===== src/design/bsia_regs.vh =====
// Operation
// - Grant only when no acknowledge; pulse later
// - Acknowledge removes select; blocks new cycles
// - Transfer requests beat interrupt and cpu
// - Four interrupt request/select pairs
// - Power fail, restart, tick raise level 4
// - Attention key or signal raise level 1
// - Internal interrupts beat module interrupts on the same level
// - Notify cpu unless inhibited or masked
// - Instruction end: select module interrupt line, then pulse
// - Selection masks all four levels
// - Deliver serviced line number to cpu
// - Vector base per level 0000..0018
// - Levels five, six private to cpu
// - Response about 5.9 us
// - Cpu requests lowest priority
`ifndef BSIA_REGS_VH
`define BSIA_REGS_VH
// Delay from select to precedence pulse, and pulse width, in ns
`define BSIA_PCD_DELAY_NS 100
`define BSIA_PCD_WIDTH_NS 60
`define BSIA_CLK_NS 20
// Vector base spacing in bytes per level
`define BSIA_VEC_STRIDE 16'h0008
`define BSIA_VEC_BASE 16'h0000
`define BSIA_LEVELS 4
`define BSIA_MASK_RESET 4'h0
`endif


===== src/design/bsia_arbiter.v =====
`timescale 1ns/1ps
`include "bsia_regs.vh"
// Central select-cycle arbiter. Bus pins are active low and pass two flops.
module bsia_arbiter (
    // Clock and reset
    input wire clk,
    input wire resetn,
    // Request lines from the backplane (active low)
    input wire dev_transfer_request_n,
    input wire [3:0] irq_request_line_n,
    input wire cpu_request_line_n,
    input wire select_acknowledge_n,
    // Internal interrupt sources (active high except external_attention_n, async)
    input wire power_fail,
    input wire power_restart,
    input wire line_tick,
    input wire panel_attention_key,
    input wire external_attention_n,
    // Processor side (same clock)
    input wire global_irq_inhibit,
    input wire [3:0] irq_mask_set,
    input wire [3:0] irq_mask_clear,
    input wire instr_end,
    // Select outputs (active low)
    output reg dev_transfer_grant_n,
    output reg [3:0] irq_select_set_n,
    output reg cpu_select_n,
    output reg precedence_pulse_n,
    // Processor notification
    output wire irq_pending,
    output reg internal_irq,
    output reg [2:0] serviced_line,
    output reg [15:0] vector_base,
    output reg [3:0] irq_mask_q
);
    // Cycle counts derived from ns figures; least times round up
    // Rounding up means a faster clock never shortens the settle time
    // that masters on the far end of the chain rely on
    localparam [7:0] DLY_CYC = (`BSIA_PCD_DELAY_NS + `BSIA_CLK_NS - 1) / `BSIA_CLK_NS;
    localparam [7:0] WID_CYC = (`BSIA_PCD_WIDTH_NS + `BSIA_CLK_NS - 1) / `BSIA_CLK_NS;
    // One-hot states
    localparam [3:0] ST_IDLE = 4'h1;
    localparam [3:0] ST_DLY = 4'h2;
    localparam [3:0] ST_PULSE = 4'h4;
    localparam [3:0] ST_WACK = 4'h8;

    // Two-flop synchronisers for every asynchronous input
    // Reset value is all ones, the idle level of every stage, so the
    // edge detectors below see no false event as reset is released
    reg [11:0] s1_q, s2_q;
    always @(posedge clk or negedge resetn) begin
        if (!resetn) begin
            s1_q <= 12'hFFF;
            s2_q <= 12'hFFF;
        end else begin
            s1_q <= {dev_transfer_request_n, irq_request_line_n, cpu_request_line_n,
                     select_acknowledge_n, ~power_fail, ~power_restart, ~line_tick,
                     ~panel_attention_key, external_attention_n};
            s2_q <= s1_q;
        end
    end
    // Decoded active-high views of the second stage
    wire dev_req = ~s2_q[11];
    wire [3:0] irq_req = ~s2_q[10:7];
    wire cpu_req = ~s2_q[6];
    wire ack = ~s2_q[5];
    wire [2:0] pwr_ev = ~s2_q[4:2];
    wire panel_attention_key_ev = ~s2_q[1] | ~s2_q[0];

    // Edge memory so internal events latch once per occurrence
    reg [2:0] pwr_prev_q;
    reg panel_attention_key_prev_q;
    reg int4_q, int1_q;

    // Effective line requests include internal sources
    wire [3:0] line_req = irq_req | {int4_q, 2'b00, int1_q};
    wire [3:0] line_ok = line_req & ~irq_mask_q;
    assign irq_pending = ~global_irq_inhibit & (|line_ok);

    // Highest numbered unmasked level wins among lines
    // Only the four shared levels exist here; the private trap levels
    // five and six stay inside each processor and never reach this block
    function [1:0] pick;
        input [3:0] v;
        begin
            if (v[3]) pick = 2'd3;
            else if (v[2]) pick = 2'd2;
            else if (v[1]) pick = 2'd1;
            else pick = 2'd0;
        end
    endfunction

    reg [3:0] st_q;
    reg [7:0] cnt_q;
    reg [1:0] kind_q; // 0 dev, 1 line, 2 cpu
    reg [1:0] lvl_q;
    reg use_int_q; // Current cycle serves an internal source
    reg take_q; // Instruction end seen with a line pending
    wire [1:0] lvl_pick = pick(line_ok);
    wire int_pick = (lvl_pick == 2'd3) ? int4_q : ((lvl_pick == 2'd0) ? int1_q : 1'b0);
    // Clear strobes for the internal flags fire only in the cycle in which
    // the sequencer really services that source, so an inhibited or
    // masked internal event is never lost
    wire svc_int = (st_q == ST_IDLE) && !ack && !dev_req && take_q && irq_pending && int_pick;
    wire clr4 = svc_int && (lvl_pick == 2'd3);
    wire clr1 = svc_int && (lvl_pick == 2'd0);

    // Internal interrupt pending flags; set wins over clear
    // A new event in the very cycle of service stays pending, so the
    // processor sees it again rather than losing it
    always @(posedge clk or negedge resetn) begin
        if (!resetn) begin
            pwr_prev_q <= 3'h0;
            panel_attention_key_prev_q <= 1'b0;
            int4_q <= 1'b0;
            int1_q <= 1'b0;
        end else begin
            pwr_prev_q <= pwr_ev;
            panel_attention_key_prev_q <= panel_attention_key_ev;
            if (|(pwr_ev & ~pwr_prev_q))
                int4_q <= 1'b1;
            else if (clr4)
                int4_q <= 1'b0;
            if (panel_attention_key_ev & ~panel_attention_key_prev_q)
                int1_q <= 1'b1;
            else if (clr1)
                int1_q <= 1'b0;
        end
    end

    // Select-cycle sequencer
    always @(posedge clk or negedge resetn) begin
        if (!resetn) begin
            st_q <= ST_IDLE;
            cnt_q <= 8'h00;
            kind_q <= 2'd0;
            lvl_q <= 2'd0;
            use_int_q <= 1'b0;
            take_q <= 1'b0;
            dev_transfer_grant_n <= 1'b1;
            irq_select_set_n <= 4'hF;
            cpu_select_n <= 1'b1;
            precedence_pulse_n <= 1'b1;
            irq_mask_q <= `BSIA_MASK_RESET;
            internal_irq <= 1'b0;
            serviced_line <= 3'd0;
            vector_base <= `BSIA_VEC_BASE;
        end else begin
            irq_mask_q <= irq_mask_q & ~irq_mask_clear | irq_mask_set;
            if (instr_end && irq_pending)
                take_q <= 1'b1;
            case (st_q)
                ST_IDLE: begin
                    // No new cycle while a selected master waits
                    if (!ack) begin
                        if (dev_req) begin
                            dev_transfer_grant_n <= 1'b0;
                            kind_q <= 2'd0;
                            st_q <= ST_DLY;
                            cnt_q <= DLY_CYC;
                        end else if (take_q && irq_pending) begin
                            take_q <= 1'b0;
                            lvl_q <= lvl_pick;
                            kind_q <= 2'd1;
                            use_int_q <= int_pick;
                            irq_mask_q <= 4'hF;
                            serviced_line <= {1'b0, lvl_pick} + 3'd1;
                            vector_base <= `BSIA_VEC_BASE + {12'h000, lvl_pick, 2'b00} *
                                           `BSIA_VEC_STRIDE / 16'h0004;
                            if (int_pick) begin
                                // Internal source needs no bus selection
                                // Skipping the select cycle keeps the
                                // response short for power events
                                internal_irq <= 1'b1;
                            end else begin
                                irq_select_set_n[lvl_pick] <= 1'b0;
                                st_q <= ST_DLY;
                                cnt_q <= DLY_CYC;
                            end
                        end else if (cpu_req) begin
                            cpu_select_n <= 1'b0;
                            kind_q <= 2'd2;
                            st_q <= ST_DLY;
                            cnt_q <= DLY_CYC;
                        end
                    end
                    if (internal_irq)
                        internal_irq <= 1'b0;
                end
                ST_DLY: begin
                    // Settle time between select and precedence pulse
                    if (cnt_q <= 8'h01) begin
                        precedence_pulse_n <= 1'b0;
                        cnt_q <= WID_CYC;
                        st_q <= ST_PULSE;
                    end else
                        cnt_q <= cnt_q - 8'h01;
                end
                ST_PULSE: begin
                    // Pulse width, then await the acknowledge
                    if (cnt_q <= 8'h01) begin
                        precedence_pulse_n <= 1'b1;
                        st_q <= ST_WACK;
                    end else
                        cnt_q <= cnt_q - 8'h01;
                end
                ST_WACK: begin
                    // Acknowledge ends select; a missing one leaves it up
                    if (ack) begin
                        dev_transfer_grant_n <= 1'b1;
                        irq_select_set_n <= 4'hF;
                        cpu_select_n <= 1'b1;
                        st_q <= ST_IDLE;
                    end
                end
                default: st_q <= ST_IDLE;
            endcase
        end
    end
endmodule // bsia_arbiter


===== config.mk =====
export PLATFORM = sky130hd
export DESIGN_NAME = bsia_arbiter
export DESIGN_NICKNAME = d
export VERILOG_FILES = /design/src/design/bsia_arbiter.v
export VERILOG_INCLUDE_DIRS = /design/src /design/src/design
export SDC_FILE = /design/constraint.sdc
export NUM_CORES = 1
export LEC_CHECK = 0
export BUFFER_PORTS_ARGS = -buffer_cell sky130_fd_sc_hd__buf_4
export CORE_MARGIN = 8
export CORE_UTILIZATION = 48
export DETAILED_ROUTE_END_ITERATION = 8
export PLACE_DENSITY = 0.82
export SETUP_SLACK_MARGIN = 0.15
export SYNTH_ARGS = -nofsm -noshare
export SYNTH_HDL_FRONTEND = slang
export SYNTH_SLANG_ARGS = --single-unit
export TNS_END_PERCENT = 50

===== constraint.sdc =====
create_clock -name clk -period 1.68 [get_ports clk]
set_input_delay 0.336 -clock clk [delete_from_list [all_inputs] [get_ports clk]]
set_output_delay 0.336 -clock clk [all_outputs]
set_load 0.05 [all_outputs]

==> metrics.txt, run 1 <==
Yosys Warn Count=0; Syn Area/Cell=11.33 µm²; vias in the first global route=2210; htree depth=3; routed vias/inst=5.395; Min Hold Slack=0.09808 ns; final count of hold timing violations=0; Cell Chain, Critical Path=buf_4 -> nor2b_1 -> o21ai_2 -> a32oi_2 -> o21ai_2 -> mux2_4; min cycle time layout=1.939 ns; delay-heaviest family, CP=compound AO/OA/AOI/OAI gates; Area after DPL=3198 µm²; clk root buf=clkbuf_8; Period Utilization, post-route=115.4%; WL final=7.088 mm; total power=0.005892 W; post-route insts no fill=400; DR vias=2158; antenna violations before repair=0; DR DRC count=0; status=finished with violations; Worst Setup SP=st_q[1]; normalized max-slew margin=54.63%; FFs w/ async S/R, synth=100.0%; first-pass GRT wire length=10.29 mm; Peak VDD IR=0.0007687 V; worst hold start=power_restart; leading register cell type out of synthesis=dfstp_2; largest net degree at the start of global routing=31; worst setup margin=-0.2594 ns; Post-DRT Antenna Nets=0; register area share after synthesis=60.48%; Worst path max stage delay=0.49 ns; leakage power total=1.692 nW; final setup fails=29; worst path bufs/invs=1; nets=351; Initial DRT Pass Iterations=5; maxcap violations=0; GP Congestion=0.8902; Synth Instances=225; Die ar.=7898 µm²; routed length per instance=17.72 µm; critical path's slowest cell=dfrtp_1; final instance area=3719 µm²; core area=5107 µm²; min-delay worst type=input pin to flip-flop; dpl hpwl=4.122 mm; most used cell, CP=o21ai_2; fraction of layout cells with a size suffix above 1=56.67%; Post-Syn Area=2549 µm²; total track usage=17.37%; Max Freq=515.6 MHz; Worst Max-Slew Pin Slew=0.6781 ns; CP startpoint kind=flip-flop; Initial Utilization=49.90%; #FFs+latches synth=60; clk_skew=0.007036 ns; PortBufs=41; area growth from synthesis to layout=45.90%; crit end category=flip-flop; dpl cells=372; Rows=26; FF-to-FF Start=st_q[1]; Worst-path clk slew=0.07 ns; critical path type=flip-flop to flip-flop; count of final max-slew check failures=0; Die Wd=88.87 µm; clock sinks=60; Die Height=88.87 µm; Critical Path AT=2.16 ns; clk_lat worst skew=0.34 ns; drt initial violations=239; failing checks=setup timing; Max clock buf depth=2; synth unique cells=46; n_diodes=0; TritonCTS clock tree=yes; GRT overflow=0; Critical Path RT=1.90 ns; TritonCTS buffer count=9; RSZ-0062 raised after global routing=true; number of synthesized flops with an enable pin=0; pwr/cell area=1584 nW/µm²; I/O pins=56; Critical Path Fanout Max=4
[worst reg2reg max path, cell delays in order (launching register included)]
cell     delay (ns)
dfrtp_1        0.49
buf_4          0.18
nor2b_1        0.30
o21ai_2        0.17
a32oi_2        0.26
o21ai_2        0.11
mux2_4         0.31
[cells in the mapped netlist (2+ instances only)]
master,n,area [µm²]
o21ai_2,2,17.52
mux2i_1,5,50.05
nand2_1,18,67.56
dfrtp_1,28,700.7
a31oi_1,3,18.77
nor4_1,2,12.51
nor3b_1,2,15.01
o2bb2ai_1,6,52.55
dfstp_2,32,840.8
a21oi_1,14,70.07
o31ai_1,2,15.01
o21ai_0,9,45.04
o211ai_1,2,15.01
nor3_1,7,35.03
nor2b_1,8,50.05
nand2b_1,2,12.51
o22a_1,2,17.52
o21ai_1,2,10.01
ha_1,2,25.02
buf_4,14,105.1
inv_1,19,71.32
nor3b_2,2,25.02
nor2_1,19,71.32
[worst paths after layout]
kind,to,slack (ns),cells past startpoint
setup reg to reg,cnt_q[1],-0.26,6
hold / removal,s1_q[3],0.1,2
min in group asynchronous,vector_base[3],0.47,2
max in group asynchronous,s1_q[9],0.63,3
setup / recovery,cnt_q[1],-0.26,6
hold reg to reg,s2_q[7],0.36,0
[cell usage in the layout (no fill, tap or decap), types with 3 or more instances in the layout]
master     netlist  layout
o21ai_2          2       6
a21oi_2          0       4
buf_6            0      11
nand2_2          0       4
a31oi_1          3       3
o21ai_1          2       4
dfstp_2         32      32
dfrtp_1         28      24
mux2i_1          5       4
o2bb2ai_2        0       5
clkbuf_8         0       9
conb_1           1      14
dfrtp_2          0       4
nor2_1          19      19
nor2b_1          8       4
nor3_1           7       6
nand2_1         18      14
buf_4           14      79
inv_1           19      19
a21oi_1         14      10
[metrics by stage]
step	setup TNS, ns	worst slack [ns]	util, %
detailed placement	-1.114	-0.1417	62.62
finish	-4.917	-0.2594	72.81
global route	-6.874	-0.3277	72.81
CTS	-1.620	-0.1549	70.58
global placement	-0.1665	-0.04798	62.62
floorplan	-0.5596	-0.2034	-
[cell type report]
type	count	area, µm²
well taps	70	87.58
inverters	19	71.32
clock inverters	6	46.29
multi-input cells	143	1076
fillers	326	1389
flip-flops and latches	60	1546
repair buffers	92	742.0
clock buffers	10	148.9
[per-layer routing]
layer	wire, µm	vias to the layer above	global-route usage (%)	share of wire (%)
li1	-	946	-	-
met3	397	30	3.807	5.6
met5	0	-	0	0
met4	270	0	12.29	3.8
met2	3565	118	28.23	50
met1	2854	1064	19.83	40
[what timing repair did]
| item | 4_1_cts | 5_1_grt |
|---|---|---|
| setup buffers | 8 | 2 |
| endpoints found under the setup margin | 33 | 33 |
| gates resized for setup | 38 | 23 |
| gates cloned | 1 | 0 |
| hold endpoints to repair | 22 | 0 |
| hold buffers | 1 | 0 |
| pin swaps | 20 | 9 |
[cells by family after synthesis]
family | after synthesis | synth area share (%)
mux | 6 | 2.553
flops | 60 | 60.48
compound gates | 53 | 14.58
fa+ha+maj | 2 | 0.9817
buf+inv | 35 | 7.265
simple gates | 68 | 13.99
other cells | 1 | 0.1471
[registers in the layout (all words and copies together) (netlist names), 2 cells and up]
name              count
s1_q                 12
pwr_prev_q            3
s2_q                 12
serviced_line         3
st_q                  4
irq_mask_q            4
irq_select_set_n      4
vector_base           2
cnt_q                 8
[power breakdown]
part	total (W)	internal (W)	switching, W
Clock	0.00124	0.000631	0.000613
Sequential	0.00200	0.00178	0.000219
Combinational	0.00265	0.00115	0.00150
Total	0.00589	0.00356	0.00233
Power figures use the tool's default switching activity.
==> run 2, diff against run 1 <==
Settings changed: PLACE_DENSITY 0.82 to 0.71.
==> run 2 against run 1 <==
Effect of this change: the flow still finishes with violations (setup timing); die area is the same; cell count down 0.75%; wire length is 20% lower; core utilization is 0.098 points lower; maximum frequency rose by 1.5%; count of clock-buffer cells in the layout decreased by 1; non-clock buffer count down 3; clock skew is 0.0053 ns higher; sequential cell count unchanged; via count fell by 11%; critical path depth is 1 lower; first-iteration DRC count down 54%.
==> metrics.txt, run 2 (synthesis results as in run 1) <==
status=finished with violations; failing checks=setup timing; final setup fails=27; cell depth of the worst flop-to-flop path=7; switch share=35.87%; worst setup margin=-0.2312 ns; Critical Path Fanout Max=2; clk_skew=0.01230 ns; RSZ-0062 raised after global routing=true; total power=0.006222 W; Die Wd=88.87 µm; critical path type=flip-flop to primary output; Initial DRT Pass Iterations=4; GP Congestion=0.8994; FF-to-FF Start=irq_mask_q[2]; TritonCTS buffer count=9; min-delay worst type=input pin to flip-flop; Largest regs=s1_q: 12 flops, s2_q: 12 flops, cnt_q: 8 flops; Hold Crit Depth=1; vias in the first global route=2000; final count of hold timing violations=0; GRT overflow=0; sequential power share=32.3%; clk_lat worst skew=0.34 ns; Peak VDD IR=0.001121 V; Period Utilization, post-route=113.8%; Clock Power Share=25.4%; Net Sw Power=0.002232 W; Reg2Reg Capture Point=cnt_q[2]; most frequent cells in the layout=80 x buf_4, 32 x dfstp_2, 23 x dfrtp_1; Die Height=88.87 µm; Max Freq=523.2 MHz; Max clock buf depth=2; drt initial violations=109; dpl hpwl=3.965 mm; core area=5107 µm²; WHS Endpoint=s1_q[8]; fraction of layout cells with a size suffix above 1=53.82%; Critical Path AT=1.58 ns; worst hold start=irq_request_line_n[1]; normalized max-slew margin=66.51%; pwr/cell area=1676 nW/µm²; Die ar.=7898 µm²; Area after DPL=3206 µm²; Final Util=72.71%; R2R setup slack=-0.15 ns; largest net degree at the start of global routing=37; Post-DRT Antenna Nets=0; Comb power frac=42.3%; first-pass GRT wire length=9.011 mm; routed length per instance=14.30 µm; PortBufs=41; area growth from synthesis to layout=45.70%; antenna violations before repair=0; maxcap violations=0; WL final=5.676 mm; commonest non-fill, non-tap cell in the layout=buf_4; Worst-path clk slew=0.07 ns; leakage power total=1.694 nW; CP startpoint kind=flip-flop; count of final max-slew check failures=0; crit end category=primary output; DR vias=1919; final instance area=3714 µm²; n_diodes=0; DR DRC count=0; min cycle time layout=1.911 ns; Critical Path RT=1.34 ns; Worst Max-Slew Pin Slew=0.4985 ns; routed vias/inst=4.834; nets=348; I/O pins=56; Initial Utilization=49.90%; Internal=0.003990 W; TritonCTS clock tree=yes; clk root buf=clkbuf_8; total track usage=15.27%; htree depth=3; clock sinks=60; Rows=26
[run 2: per-stage QoR]
stage / worst slack (ns) / cells / TNS, ns / hold slack, ns
finish: -0.2312 / 397 / -2.158 / 0.09610
global route: -0.2850 / 397 / -4.651 / 0.07397
CTS: -0.2478 / 396 / -1.424 / 0.08420
detailed placement: -0.1505 / 373 / -0.9121 / 0.3087
global placement: -0.1022 / 373 / -0.6721 / 0.3057
floorplan: -0.2034 / 238 / -0.5596 / 0.04041
[run 2: layout make-up]
type                    instances  area (µm²)
clock buffers                   9       123.9
fillers                       353        1394
inverters                      19       71.32
multi-input cells             143        1060
well taps                      70       87.58
flip-flops and latches         60        1548
repair buffers                 89       700.7
clock inverters                 7       122.6
[run 2: routing by layer]
| layer | vias up | wire (µm) | GRT usage [%] |
|---|---|---|---|
| met5 | - | 0 | 0 |
| met3 | 9 | 261 | 4.828 |
| li1 | 955 | - | - |
| met1 | 913 | 2552 | 18.67 |
| met4 | 0 | 76 | 7.220 |
| met2 | 42 | 2786 | 23.85 |
[run 2: power groups by stage]
stage	Clock (W)	Sequential, W	Combinational (W)
6_report	0.00158	0.00201	0.00263
5_1_grt	0.00168	0.00205	0.00282
4_1_cts	0.00161	0.00199	0.00241
3_5_place_dp	0	0.00200	0.00221
3_3_place_gp	0	0.00198	0.00219
2_1_floorplan	0	0.00238	0.000946
[run 2: timing repair]
item | in CTS | in global routing
setup buffers | 6 | 1
setup endpoints to repair | 32 | 33
endpoints found under the hold margin | 11 | 0
resized for setup | 32 | 17
hold buffers | 1 | 0
pin swaps | 18 | 11
[run 2: worst max path at each step]
stage / from / endpoint / slack [ns] / cells past startpoint
after floorplan: irq_mask_q[0] / cnt_q[1] / -0.20 / 4
after detailed placement: st_q[0] / int1_q / -0.15 / 6
after global routing: s2_q[10] / irq_pending / -0.29 / 5
after global placement: st_q[1] / int1_q / -0.10 / 6
final: s2_q[8] / irq_pending / -0.23 / 5
after CTS: s2_q[8] / irq_pending / -0.25 / 5
[run 2: worst max-delay path: stages, from the launching register on]
cell and delay, ns:
dfstp_2 0.55, o22a_1 0.16, o221ai_2 0.12, buf_4 0.15, nor2b_4 0.12, buf_6 0.14
==> run 3, diff against run 2 <==
--- a/config.mk
+++ b/config.mk
@@ -12,2 +12,3 @@
 export DETAILED_ROUTE_END_ITERATION = 8
+export HOLD_SLACK_MARGIN = 0.06
 export PLACE_DENSITY = 0.71
==> constraint.sdc (replaced) <==
create_clock -name clk -period 1.68 [get_ports clk]
set_input_delay 0.168 -clock clk [delete_from_list [all_inputs] [get_ports clk]]
set_output_delay 0.168 -clock clk [all_outputs]
set_load 0.05 [all_outputs]
==> run 3 against run 2 <==
Effect of this change: the run still ends with setup timing left; total power down 4.5%; critical path depth up 1; sequential share of layout area down 1.6 points; global-route usage up 0.87 points; die area unchanged; core utilization up 2.8 points; final area up 3.8%; count of clock-buffer cells in the layout unchanged; worst setup slack better by 0.065 ns; cell count up 4.8%; maximum frequency up 3.5%; critical path type unchanged.
==> metrics.txt, run 3 (synthesis results as in run 1) <==
DR vias=2039; worst hold start=instr_end; I/O pins=56; antenna violations before repair=0; clk_skew=0.005030 ns; leakage power total=1.758 nW; critical path type=flip-flop to primary output; Critical Path Fanout Max=2; count of final max-slew check failures=0; Die ar.=7898 µm²; most frequent cells in the layout=80 x buf_4, 32 x dfstp_2, 24 x dfrtp_1; RSZ-0062 raised after global routing=true; Critical Path AT=1.68 ns; Fin Setup TNS=-2.457 ns; Hold Crit Depth=3; DR DRC count=0; PortBufs=41; CP startpoint kind=flip-flop; most used cell, CP=buf_6; Worst path max stage delay=0.54 ns; cell depth of the worst flop-to-flop path=6; failing checks=setup timing; drt initial violations=100; clk_lat worst skew=0.34 ns; nets=367; worst setup margin=-0.1666 ns; htree depth=3; Filler cells=340; Die Height=88.87 µm; Peak VDD IR=0.0007791 V; final setup fails=27; total track usage=16.14%; min cycle time layout=1.847 ns; GRT overflow=0; Worst-path clk slew=0.07 ns; first-pass GRT wire length=9.666 mm; TritonCTS buffer count=9; TritonCTS clock tree=yes; WL final=6.160 mm; Worst Max-Slew Pin Slew=0.5799 ns; vias in the first global route=2129; delay-heaviest family, CP=flip-flops; Rows=26; n_diodes=0; Max Freq=541.5 MHz; Critical Path RT=1.51 ns; pwr/cell area=1540 nW/µm²; fraction of layout cells with a size suffix above 1=51.73%; Reg2Reg Capture Point=cnt_q[1]; Post-DRT Antenna Nets=0; min-delay worst type=input pin to flip-flop; Largest regs=s1_q: 12 flops, s2_q: 12 flops, cnt_q: 8 flops; WHS Endpoint=take_q; status=finished with violations; Initial Utilization=49.90%; commonest non-fill, non-tap cell in the layout=buf_4; core area=5107 µm²; area growth from synthesis to layout=51.30%; R2R setup slack=-0.15 ns; worst path bufs/invs=3; routed vias/inst=4.901; GP Congestion=0.8740; clk root buf=clkbuf_8; largest net degree at the start of global routing=36; routed length per instance=14.81 µm; Die Wd=88.87 µm; maxcap violations=0; total power=0.005940 W; crit end category=primary output; Max clock buf depth=2; Initial DRT Pass Iterations=4; FF-to-FF Start=irq_mask_q[2]; normalized max-slew margin=61.04%; Period Utilization, post-route=109.9%; critical path's slowest cell=dfstp_2; final count of hold timing violations=0; clock sinks=60; Cell Chain, Critical Path=o22a_1 -> buf_6 -> o221ai_4 -> buf_6 -> nor2b_4 -> buf_8; dpl hpwl=4.069 mm
==> run 3: area by class of cell <==
| class | instances | area, µm² | area share (%) |
|---|---|---|---|
| sequential | 60 | 1546 | 40.10 |
| timing repair buffer | 108 | 907.1 | 23.52 |
| inverter | 19 | 71.32 | 1.849 |
| clock inverter | 7 | 76.32 | 1.979 |
| multi-input combinational | 143 | 1044 | 27.06 |
| tap | 70 | 87.58 | 2.271 |
| clock buffer | 9 | 123.9 | 3.212 |
==> run 3: worst max path at each step <==
stage	start	to	cells after the start
6_report	s2_q[9]	irq_pending	6
3_5_place_dp	st_q[0]	int1_q	6
2_1_floorplan	irq_mask_q[0]	cnt_q[1]	4
4_1_cts	irq_mask_q[2]	cnt_q[2]	7
5_1_grt	st_q[1]	irq_select_set_n[1]	5
3_3_place_gp	st_q[0]	st_q[0]	5
==> run 3: per-stage QoR <==
step	hold slack [ns]	setup slack (ns)	util (%)	std cells	cell area (µm²)
after floorplan	-0.1276	-0.2034	-	238	2634
after global placement	0.1001	-0.05262	63.30	375	3233
after detailed placement	0.1040	-0.09050	63.30	375	3233
after CTS	0.09821	-0.1440	72.95	415	3726
after global routing	0.09294	-0.2142	75.50	416	3856
final	0.09418	-0.1666	75.50	416	3856
==> run 3: layer usage <==
| metal | up-vias | wire [µm] | global-route usage [%] |
|---|---|---|---|
| met5 | - | 0 | 0 |
| met4 | 0 | 112 | 8.602 |
| met3 | 13 | 266 | 4.364 |
| met2 | 41 | 3194 | 26.01 |
| met1 | 1007 | 2586 | 19.15 |
| li1 | 978 | - | - |
==> run 3: power breakdown <==
group          leakage (nW)  switching (W)  internal, W
Sequential            0.669       0.000227      0.00178
Combinational         0.994        0.00141      0.00124
Clock                0.0958       0.000597     0.000691
Total                  1.76        0.00224      0.00370
==> run 3: tightest hold or removal path: cells and delay by family <==
family | cells | cell delay [ns]
buffers and inverters | 1 | 0.11
AND/OR/NAND/NOR | 1 | 0.06
AO/OA/AOI/OAI | 1 | 0.06
==> run 3: what timing repair did <==
action                                  in CTS  in global routing
pin swaps                                    9                 11
buffers inserted                             7                  1
cloned                                       0                  0
endpoints found under the setup margin      32                 33
hold endpoints to repair                    41                  0
hold buffers                                17                  0
resized for setup                           25                 25
